===== config.mk =====
export PLATFORM = sky130hd
export DESIGN_NAME = rch_remote_port
export DESIGN_NICKNAME = d
export VERILOG_FILES = /design/src/core/rch_pkg.sv /design/src/core/rch_tick_if.sv /design/src/core/rch_remote_port.sv /design/src/core/rch_tick_gen.sv
export SDC_FILE = /design/constraint.sdc
export NUM_CORES = 1
export LEC_CHECK = 0
export ABC_AREA = 1
export BUFFER_PORTS_ARGS = -buffer_cell sky130_fd_sc_hd__buf_2
export CAP_MARGIN = 10
export CELL_PAD_IN_SITES_DETAIL_PLACEMENT = 1
export CELL_PAD_IN_SITES_GLOBAL_PLACEMENT = 2
export CORE_MARGIN = 1
export CORE_UTILIZATION = 36
export DETAILED_ROUTE_END_ITERATION = 8
export PLACE_DENSITY = 0.87
export SYNTH_ARGS = -nofsm -noshare
export SYNTH_HDL_FRONTEND = slang
export SYNTH_HIERARCHICAL = 1
export SYNTH_SLANG_ARGS = --single-unit

===== constraint.sdc =====
create_clock -name clk_in -period 4.4 [get_ports clk_in]
set_clock_uncertainty 0.1 [all_clocks]
set_input_delay 0.66 -clock clk_in [delete_from_list [all_inputs] [get_ports clk_in]]
set_output_delay 0.66 -clock clk_in [all_outputs]
set_load 0.02 [all_outputs]

===== src/core/rch_pkg.sv =====
// Constants and types shared by the remote-control handshake block
// How it works
// - Standard and bank modes raise link_present within 8 s of power on.
// - Simple mode raises link_present within 15 s of power on.
// - Every mode drops link_present within 1 s of power off.
// - Standard mode raises busy no sooner than 50 ms after command fall.
// - Pass or error drops no sooner than 50 ms after clear falls.
// - Bank mode raises busy no sooner than 100 ms after command fall.
// - Simple mode busy delay: 5 ms after area change, otherwise 50 ms.
package rch_pkg;

  // Clock and tick timing
  localparam int unsigned CLK_PERIOD_NS = 100;
  localparam int unsigned TICK_TIME_NS  = 1000000;
  localparam int unsigned TICK_CYCLES   = TICK_TIME_NS / CLK_PERIOD_NS;
  localparam int unsigned TICK_CNT_W    = 16;

  // Delays in milliseconds, as counted in ticks
  localparam logic [15:0] BOOT_MAX_STD_MS  = 16'h1F40; // 8000 ms
  localparam logic [15:0] BOOT_MAX_SMP_MS  = 16'h3A98; // 15000 ms
  localparam logic [15:0] BOOT_MS_DEFAULT  = 16'h07D0; // 2000 ms, under both limits
  localparam logic [15:0] SETTLE_MS        = 16'h0001;
  localparam logic [15:0] BUSY_STD_MS      = 16'h0032; // 50 ms
  localparam logic [15:0] BUSY_BANK_MS     = 16'h0064; // 100 ms
  localparam logic [15:0] BUSY_SMP_CHG_MS  = 16'h0005; // 5 ms
  localparam logic [15:0] BUSY_SMP_SAME_MS = 16'h0032; // 50 ms
  localparam logic [15:0] CLEAR_DROP_MS    = 16'h0032; // 50 ms

  // Mode codes on mode_in
  localparam logic [1:0] MODE_STANDARD = 2'h0;
  localparam logic [1:0] MODE_BANK     = 2'h1;
  localparam logic [1:0] MODE_SIMPLE   = 2'h2;

  // Command kinds on op_kind_out
  localparam logic [1:0] KIND_VERIFY = 2'h0;
  localparam logic [1:0] KIND_START  = 2'h1;
  localparam logic [1:0] KIND_ENTER  = 2'h2;

  // Reset values
  localparam logic [2:0] AREA_RESET = 3'h0;

  typedef enum logic [2:0] {
    ST_OFF,
    ST_BOOT,
    ST_SETTLE,
    ST_IDLE,
    ST_PRE_BUSY,
    ST_BUSY,
    ST_RESULT,
    ST_POST_CLEAR
  } rch_state_e;

endpackage


===== src/core/rch_tick_if.sv =====
// Millisecond tick carried from the divider to the sequencer
interface rch_tick_if;
  logic tick;

  modport src (output tick);
  modport snk (input  tick);
endinterface


===== src/core/rch_remote_port.sv =====
// Remote-control connector sequencer: link, command capture, busy and result
module rch_remote_port
  import rch_pkg::*;
#(
  parameter int unsigned TICK_DIV  = TICK_CYCLES,
  parameter logic [15:0] BOOT_MS   = BOOT_MS_DEFAULT
)(
  input  wire logic       clk_in,
  input  wire logic       rst_n_in,
  input  wire logic [1:0] mode_in,
  input  wire logic       power_on_in,
  input  wire logic       cancel_n_in,
  input  wire logic       enter_n_in,
  input  wire logic       next_n_in,
  input  wire logic       verify_request_n_in,
  input  wire logic       start_n_in,
  input  wire logic       clear_n_in,
  input  wire logic       bank_select_0_n_in,
  input  wire logic       bank_select_1_n_in,
  input  wire logic       bank_select_2_n_in,
  input  wire logic       op_done_in,
  input  wire logic       op_pass_in,
  output logic            link_present_out,
  output logic            busy_out,
  output logic            pass_out,
  output logic            error_out,
  output logic            op_start_out,
  output logic [1:0]      op_kind_out,
  output logic [2:0]      area_out,
  output logic            cancel_out
);

  ////////////////////////////////////////////////////////////////////////////
  // Millisecond tick

  rch_tick_if tick_if ();

  rch_tick_gen #(
    .DIV_CYCLES (TICK_DIV)
  ) i_rch_tick_gen (
    .clk_in   (clk_in),
    .rst_n_in (rst_n_in),
    .tick_if  (tick_if)
  );

  ////////////////////////////////////////////////////////////////////////////
  // Falling-edge capture of the active-low inputs

  localparam int unsigned N_IN = 9;

  logic [N_IN-1:0] pins;
  logic [N_IN-1:0] prev_r;
  logic [N_IN-1:0] prev_nxt;
  logic [N_IN-1:0] fall;

  // Pin order: cancel, enter, next, verify, start, clear, bank_select_0..2
  assign pins = {bank_select_2_n_in, bank_select_1_n_in, bank_select_0_n_in,
                 clear_n_in, start_n_in, verify_request_n_in,
                 next_n_in, enter_n_in, cancel_n_in};

  always_comb
  begin
    prev_nxt = pins;
    fall     = prev_r & ~pins;
  end

  always_ff @(posedge clk_in)
  begin
    if (!rst_n_in)
      prev_r <= '1;
    else
      prev_r <= prev_nxt;
  end

  logic f_cancel;
  logic f_enter;
  logic f_next;
  logic f_verify;
  logic f_start;
  logic f_clear;
  logic [2:0] f_bank;

  assign f_cancel = fall[0];
  assign f_enter  = fall[1];
  assign f_next   = fall[2];
  assign f_verify = fall[3];
  assign f_start  = fall[4];
  assign f_clear  = fall[5];
  assign f_bank   = fall[8:6];

  ////////////////////////////////////////////////////////////////////////////
  // Delay before busy, chosen by mode and area change

  function automatic logic [15:0] busy_delay(input logic [1:0] mode,
                                             input logic       changed);
    logic [15:0] d;
    d = BUSY_STD_MS;
    if (mode == MODE_BANK)
      d = BUSY_BANK_MS;
    else if (mode == MODE_SIMPLE)
      d = changed ? BUSY_SMP_CHG_MS : BUSY_SMP_SAME_MS;
    return d;
  endfunction

  ////////////////////////////////////////////////////////////////////////////
  // Sequencer

  rch_state_e  state_r;
  rch_state_e  state_nxt;
  logic [15:0] cnt_r;
  logic [15:0] cnt_nxt;
  logic [15:0] target_r;
  logic [15:0] target_nxt;
  logic        link_r;
  logic        link_nxt;
  logic        busy_r;
  logic        busy_nxt;
  logic        pass_r;
  logic        pass_nxt;
  logic        err_r;
  logic        err_nxt;
  logic        start_r;
  logic        start_nxt;
  logic [1:0]  kind_r;
  logic [1:0]  kind_nxt;
  logic [2:0]  area_r;
  logic [2:0]  area_nxt;
  logic        changed_r;
  logic        changed_nxt;
  logic        cancel_r;
  logic        cancel_nxt;
  logic        cmd;
  logic        tick;

  assign tick = tick_if.tick;
  assign cmd  = f_verify | f_start | f_enter;

  // Next state of the whole handshake; counts elapse in whole ticks,
  // one extra tick guards the free-running phase so minimums hold.
  always_comb
  begin
    state_nxt   = state_r;
    cnt_nxt     = tick ? cnt_r + 16'h0001 : cnt_r;
    target_nxt  = target_r;
    link_nxt    = link_r;
    busy_nxt    = busy_r;
    pass_nxt    = pass_r;
    err_nxt     = err_r;
    start_nxt   = 1'b0;
    kind_nxt    = kind_r;
    area_nxt    = area_r;
    changed_nxt = changed_r;
    cancel_nxt  = 1'b0;
    case (state_r)
      ST_OFF:
      begin
        cnt_nxt = '0;
        if (power_on_in)
          state_nxt = ST_BOOT;
      end
      ST_BOOT:
      begin
        if (cnt_r >= BOOT_MS)
        begin
          link_nxt  = 1'b1;
          cnt_nxt   = '0;
          state_nxt = ST_SETTLE;
        end
      end
      ST_SETTLE:
      begin
        if (cnt_r > SETTLE_MS)
          state_nxt = ST_IDLE;
      end
      ST_IDLE:
      begin
        if (mode_in == MODE_BANK && f_bank != 3'h0)
        begin
          area_nxt = f_bank[0] ? 3'h0 : (f_bank[1] ? 3'h1 : 3'h2);
          changed_nxt = 1'b1;
        end
        else if (mode_in == MODE_SIMPLE && f_next)
        begin
          area_nxt    = area_r + 3'h1;
          changed_nxt = 1'b1;
        end
        else if (cmd)
        begin
          kind_nxt   = f_verify ? KIND_VERIFY : (f_start ? KIND_START : KIND_ENTER);
          target_nxt = busy_delay(mode_in, changed_r);
          cnt_nxt    = '0;
          state_nxt  = ST_PRE_BUSY;
        end
      end
      ST_PRE_BUSY:
      begin
        if (f_cancel)
          state_nxt = ST_IDLE;
        else if (cnt_r > target_r)
        begin
          busy_nxt    = 1'b1;
          start_nxt   = 1'b1;
          changed_nxt = 1'b0;
          state_nxt   = ST_BUSY;
        end
      end
      ST_BUSY:
      begin
        cancel_nxt = f_cancel;
        if (op_done_in)
        begin
          busy_nxt  = 1'b0;
          pass_nxt  = op_pass_in;
          err_nxt   = !op_pass_in;
          state_nxt = ST_RESULT;
        end
      end
      ST_RESULT:
      begin
        if (f_clear)
        begin
          cnt_nxt   = '0;
          state_nxt = ST_POST_CLEAR;
        end
      end
      ST_POST_CLEAR:
      begin
        if (cnt_r > CLEAR_DROP_MS)
        begin
          pass_nxt  = 1'b0;
          err_nxt   = 1'b0;
          state_nxt = ST_IDLE;
        end
      end
      default:
        state_nxt = ST_OFF;
    endcase
    if (!power_on_in)
    begin
      state_nxt   = ST_OFF;
      link_nxt    = 1'b0;
      busy_nxt    = 1'b0;
      pass_nxt    = 1'b0;
      err_nxt     = 1'b0;
      start_nxt   = 1'b0;
      cancel_nxt  = 1'b0;
      changed_nxt = 1'b0;
    end
  end

  // Sequencer registers
  always_ff @(posedge clk_in)
  begin
    if (!rst_n_in)
    begin
      state_r   <= ST_OFF;
      cnt_r     <= '0;
      target_r  <= '0;
      link_r    <= 1'b0;
      busy_r    <= 1'b0;
      pass_r    <= 1'b0;
      err_r     <= 1'b0;
      start_r   <= 1'b0;
      kind_r    <= KIND_VERIFY;
      area_r    <= AREA_RESET;
      changed_r <= 1'b0;
      cancel_r  <= 1'b0;
    end
    else
    begin
      state_r   <= state_nxt;
      cnt_r     <= cnt_nxt;
      target_r  <= target_nxt;
      link_r    <= link_nxt;
      busy_r    <= busy_nxt;
      pass_r    <= pass_nxt;
      err_r     <= err_nxt;
      start_r   <= start_nxt;
      kind_r    <= kind_nxt;
      area_r    <= area_nxt;
      changed_r <= changed_nxt;
      cancel_r  <= cancel_nxt;
    end
  end

  // Outputs straight from flops
  assign link_present_out = link_r;
  assign busy_out         = busy_r;
  assign pass_out         = pass_r;
  assign error_out        = err_r;
  assign op_start_out     = start_r;
  assign op_kind_out      = kind_r;
  assign area_out         = area_r;
  assign cancel_out       = cancel_r;

endmodule // rch_remote_port


===== src/core/rch_tick_gen.sv =====
// Free-running divider that makes a one-cycle millisecond tick
module rch_tick_gen
  import rch_pkg::*;
#(
  parameter int unsigned DIV_CYCLES = TICK_CYCLES
)(
  input  wire logic clk_in,
  input  wire logic rst_n_in,
  rch_tick_if.src   tick_if
);

  logic [TICK_CNT_W-1:0] div_r;
  logic [TICK_CNT_W-1:0] div_nxt;
  logic                  tick_r;
  logic                  tick_nxt;

  // Divider next state: wrap and pulse once per period
  // ms tick
  always_comb
  begin
    if (div_r == TICK_CNT_W'(DIV_CYCLES - 1))
    begin
      div_nxt  = '0;
      tick_nxt = 1'b1;
    end
    else
    begin
      div_nxt  = div_r + TICK_CNT_W'(1);
      tick_nxt = 1'b0;
    end
  end

  // Divider registers
  always_ff @(posedge clk_in)
  begin
    if (!rst_n_in)
    begin
      div_r  <= '0;
      tick_r <= 1'b0;
    end
    else
    begin
      div_r  <= div_nxt;
      tick_r <= tick_nxt;
    end
  end

  assign tick_if.tick = tick_r;

endmodule // rch_tick_gen


==> results.yml <==
synth:
  synth_top_cell_by_area: "dfxtp_1"
  synthFlopType: "dfxtp_1"
  synth_compound_area_share_pct: 7.89
  synth_cells: 463
  ys_top_cells_by_count: "nand2_1 (95), nor2_1 (74), inv_1 (64)"
  synth_top_family_by_area: "simple AND/OR/NAND/NOR gates"
  synthXorXnorAreaFrac_pct: 3.79
  syn_area_per_cell_um2: 6.99
  synth_edf_count: 0
  synth_fa_ha_area_share_pct: 4.25
  yosysWarnings: 6
  yosys-top-cells-area: "dfxtp_1 (38%), nand2_1 (11%), nor2_1 (8.6%)"
  ys_ff_latch: 62
  seq_area_frac_synth_pct: 38.4
  ys_types: 34
  synth_mux_area_share_pct: 0
  syn-cell-area_mm2: 0.00324
  yosysMostFrequentCell: "nand2_1"
  postSynth.asyncResetShare_pct: 0
  synth_nets: 490
  synth_top_cell_area_share_pct: 38.4
  synth-simple-area-share_pct: 36.2
clock_tree:
  root_buffer: "clkbuf_8"
  clk_path_buf_depth: 2
  tritoncts: "yes"
  clk_pin_slew_worst_paths_ns: 0.07
  post_cts_buffers: 0
  cts.sinks: 62
  clk_latency_ns: 0.35
  post_cts_resized: 0
  htreeDepth: 3
  hold_buffers: 0
  cts_buffers: 9
pwr:
  switching_share_pct: 24.2
  comb_power_share_pct: 8.3
  max-vdd-ir-drop_mv: 0.209
  p_leak_nw: 1.63
  power_density_mw_per_mm2: 362
  p_int_mw: 1.02
  power_frac_clock_pct: 48.1
  p_sw_mw: 0.325
  seqPwrFrac_pct: 43.6
place:
  portBuffers: 26
  post-place-ws_ns: 2.24
  gp_congestion: 0.830
  hpwl_mm: 5.86
  placed_cells: 592
setup_path:
  reg2reg_depth: 10
  crit_fanout: 5
  crit_family: "simple AND/OR/NAND/NOR gates"
  r2r_slack_ns: 2.46
  critPathBufInv: 1
  cp_num_cells: 10
  critPathMaxStageDelay_ns: 0.42
  worstPathRequired_ns: 4.52
  crit_type: "flop to flop"
  crit_chain: "ha_1 -> nand2_1 -> nor2_1 -> nand2_1 -> nor2_1 -> nand2_1 -> inv_1 -> nand4_1 -> xor2_1 -> nor2_1"
  crit_end: "cnt_r[14]$_SDFF_PN0_"
  regToRegEndpoint: "cnt_r[14]$_SDFF_PN0_"
  startpoint_type: "flop"
  critPathArrivalTime_ns: 2.07
  endpoint_kind: "flop"
  worstSetupStartpoint: "cnt_r[0]$_SDFF_PN0_"
  slowest_stage: "dfxtp_1"
  rr_startpoint: "cnt_r[0]$_SDFF_PN0_"
sta:
  slew_viol_final: 0
  period_share_pct: 44.1
  finalCriticalPeriod_ns: 1.94
  hold_viol: 0
  setup_viol: 0
  slew_headroom_pct: 72.7
  tns_ns: 0
  grt_setup_unrepaired: "false"
  fin_ws_ns: 2.46
  max_freq_ghz: 0.515
  worst_pin_slew_ns: 0.408
cells_and_area:
  antenna_cells: 0
  area_delta_synth_final_pct: 14.7
  nNetsFinal: 522
  drive_above_1_share_pct: 15.6
  instances_no_fill: 608
floorplan:
  core-area_mm2: 0.00872
  rows: 34
  start_util_pct: 37.1
  die_y_um: 96.8
  die_area_mm2: 0.00937
  io_pins: 27
  die_x_um: 96.8
global_route:
  track_usage_pct: 17.4
  grt_max_degree: 16
  grt-ovfl-total: 0
  grt_antenna_before_repair: 0
  first_global_vias: 2910
  grt_pass1_wl_mm: 13.3
run:
  cap_violations: 0
detailed_routing:
  dr.pass1.iters: 4
  wl_mm: 7.61
  initialDrtViolationCount: 85
  avgViaCountPerCell: 4.84
  vias: 2941
  drtAntennaViolNets: 0
  drc: 0
  wl_per_cell_um: 12.5
status:
  status: "completed"
min_path:
  hold_class: "flop to flop"
## worst min-delay path by stage
stage                                      start                      to  slack, ns  cells past startpoint
after floorplan           changed_r$_SDFFE_PN0P_  changed_r$_SDFFE_PN0P_       0.33                      2
after global placement     busy_out$_SDFFE_PN0P_   busy_out$_SDFFE_PN0P_       0.34                      2
after detailed placement   busy_out$_SDFFE_PN0P_   busy_out$_SDFFE_PN0P_       0.35                      2
after CTS                  busy_out$_SDFFE_PN0P_   busy_out$_SDFFE_PN0P_       0.36                      2
after global routing       busy_out$_SDFFE_PN0P_   busy_out$_SDFFE_PN0P_       0.38                      2
final                      busy_out$_SDFFE_PN0P_   busy_out$_SDFFE_PN0P_       0.36                      2
## cells by family after synthesis
kind of cell | after synthesis
AOI/OAI and AO/OA | 46
xor gates and xnor gates | 14
adders and majority gates | 11
buffers and inverters | 75
DFF | 62
and+or+nand+nor | 255
## routing by layer
metal / global-route usage [%] / up-vias / part of all wire [%]
met1: 21.6 / 1369 / 48
met3: 3.97 / 8 / 2.2
met2: 29.5 / 31 / 48
met5: 0 / - / 0
li1: - / 1533 / -
met4: 6.20 / 0 / 1.3
## power by group through the flow
stage | sequential [mW] | combinational (mW) | clock [mW]
final | 0.586 | 0.111 | 0.646
after global routing | 0.588 | 0.130 | 0.688
after CTS | 0.586 | 0.113 | 0.664
after detailed placement | 0.599 | 0.113 | 0
after global placement | 0.599 | 0.110 | 0
after floorplan | 0.593 | 0.0928 | 0
## through the flow
stage | hold slack [ns] | utilization, % | cell area (um^2) | power (mW)
finish | 0.357 | 42.6 | 3710 | 1.34
global route | 0.375 | 42.6 | 3710 | 1.41
global placement | 0.337 | 39.6 | 3460 | 0.708
floorplan | 0.326 | - | 3240 | 0.685
CTS | 0.360 | 42.6 | 3710 | 1.36
detailed placement | 0.349 | 39.6 | 3460 | 0.712
## state kept, by name, indices dropped and copies added, names as in the netlist
| name | flops |
|---|---|
| pass_out | 1 |
| busy_out | 1 |
| i_rch_tick_gen/tick_if.tick | 1 |
| state_r | 3 |
| op_kind_out | 2 |
| error_out | 1 |
| prev_r | 9 |
| area_out | 3 |
| changed_r | 1 |
| cnt_r | 16 |
| link_present_out | 1 |
| op_start_out | 1 |
| target_r | 5 |
| i_rch_tick_gen/div_r | 16 |
| cancel_out | 1 |
## cell type report
class                   instances  area (um^2)
fillers                      1154         5010
multi-input cells             326         1690
repair buffers                 26          130
clock inverters                 5          105
inverters                      70          263
flip-flops and latches         62         1240
well taps                     108          135
clock buffers                  11          151
## placed cells by master (no fill, tap or decap)
master      synthesis  layout
inv_2               6       6
nor2_2             10      10
xor2_1              9       9
o211ai_1            1       1
or2_2               6       6
clkbuf_8            0      11
nor3_1             11      11
ha_1               11      11
nand3b_1            4       4
nor3_2              1       1
nand3_1            30      30
nor4_1              1       1
o31ai_1             1       1
nor3b_1             4       4
xnor2_1             5       5
a31oi_1             4       4
nand4_2             1       1
nand4_1             7       7
clkinvlp_4          0       2
a21oi_1            27      27
nand3_2             4       4
inv_1              64      64
nand2_4             1       1
a21oi_2             3       3
and3_1              2       2
dfxtp_1            62      62
nand2_1            95      95
nand2_2             3       3
nor2_1             74      74
nor3_4              1       1
a41oi_1             1       1
o21ai_0             9       9
buf_2               2      26
bufinv_16           0       3
## worst register-to-register path, cell delays in order, from the launching register on
cell     delay [ns]
dfxtp_1        0.42
ha_1           0.21
nand2_1        0.06
nor2_1         0.14
nand2_1        0.13
nor2_1         0.22
nand2_1        0.15
inv_1          0.10
nand4_1        0.10
xor2_1         0.15
nor2_1         0.05
Note: power is estimated with default switching activity, not from simulation.
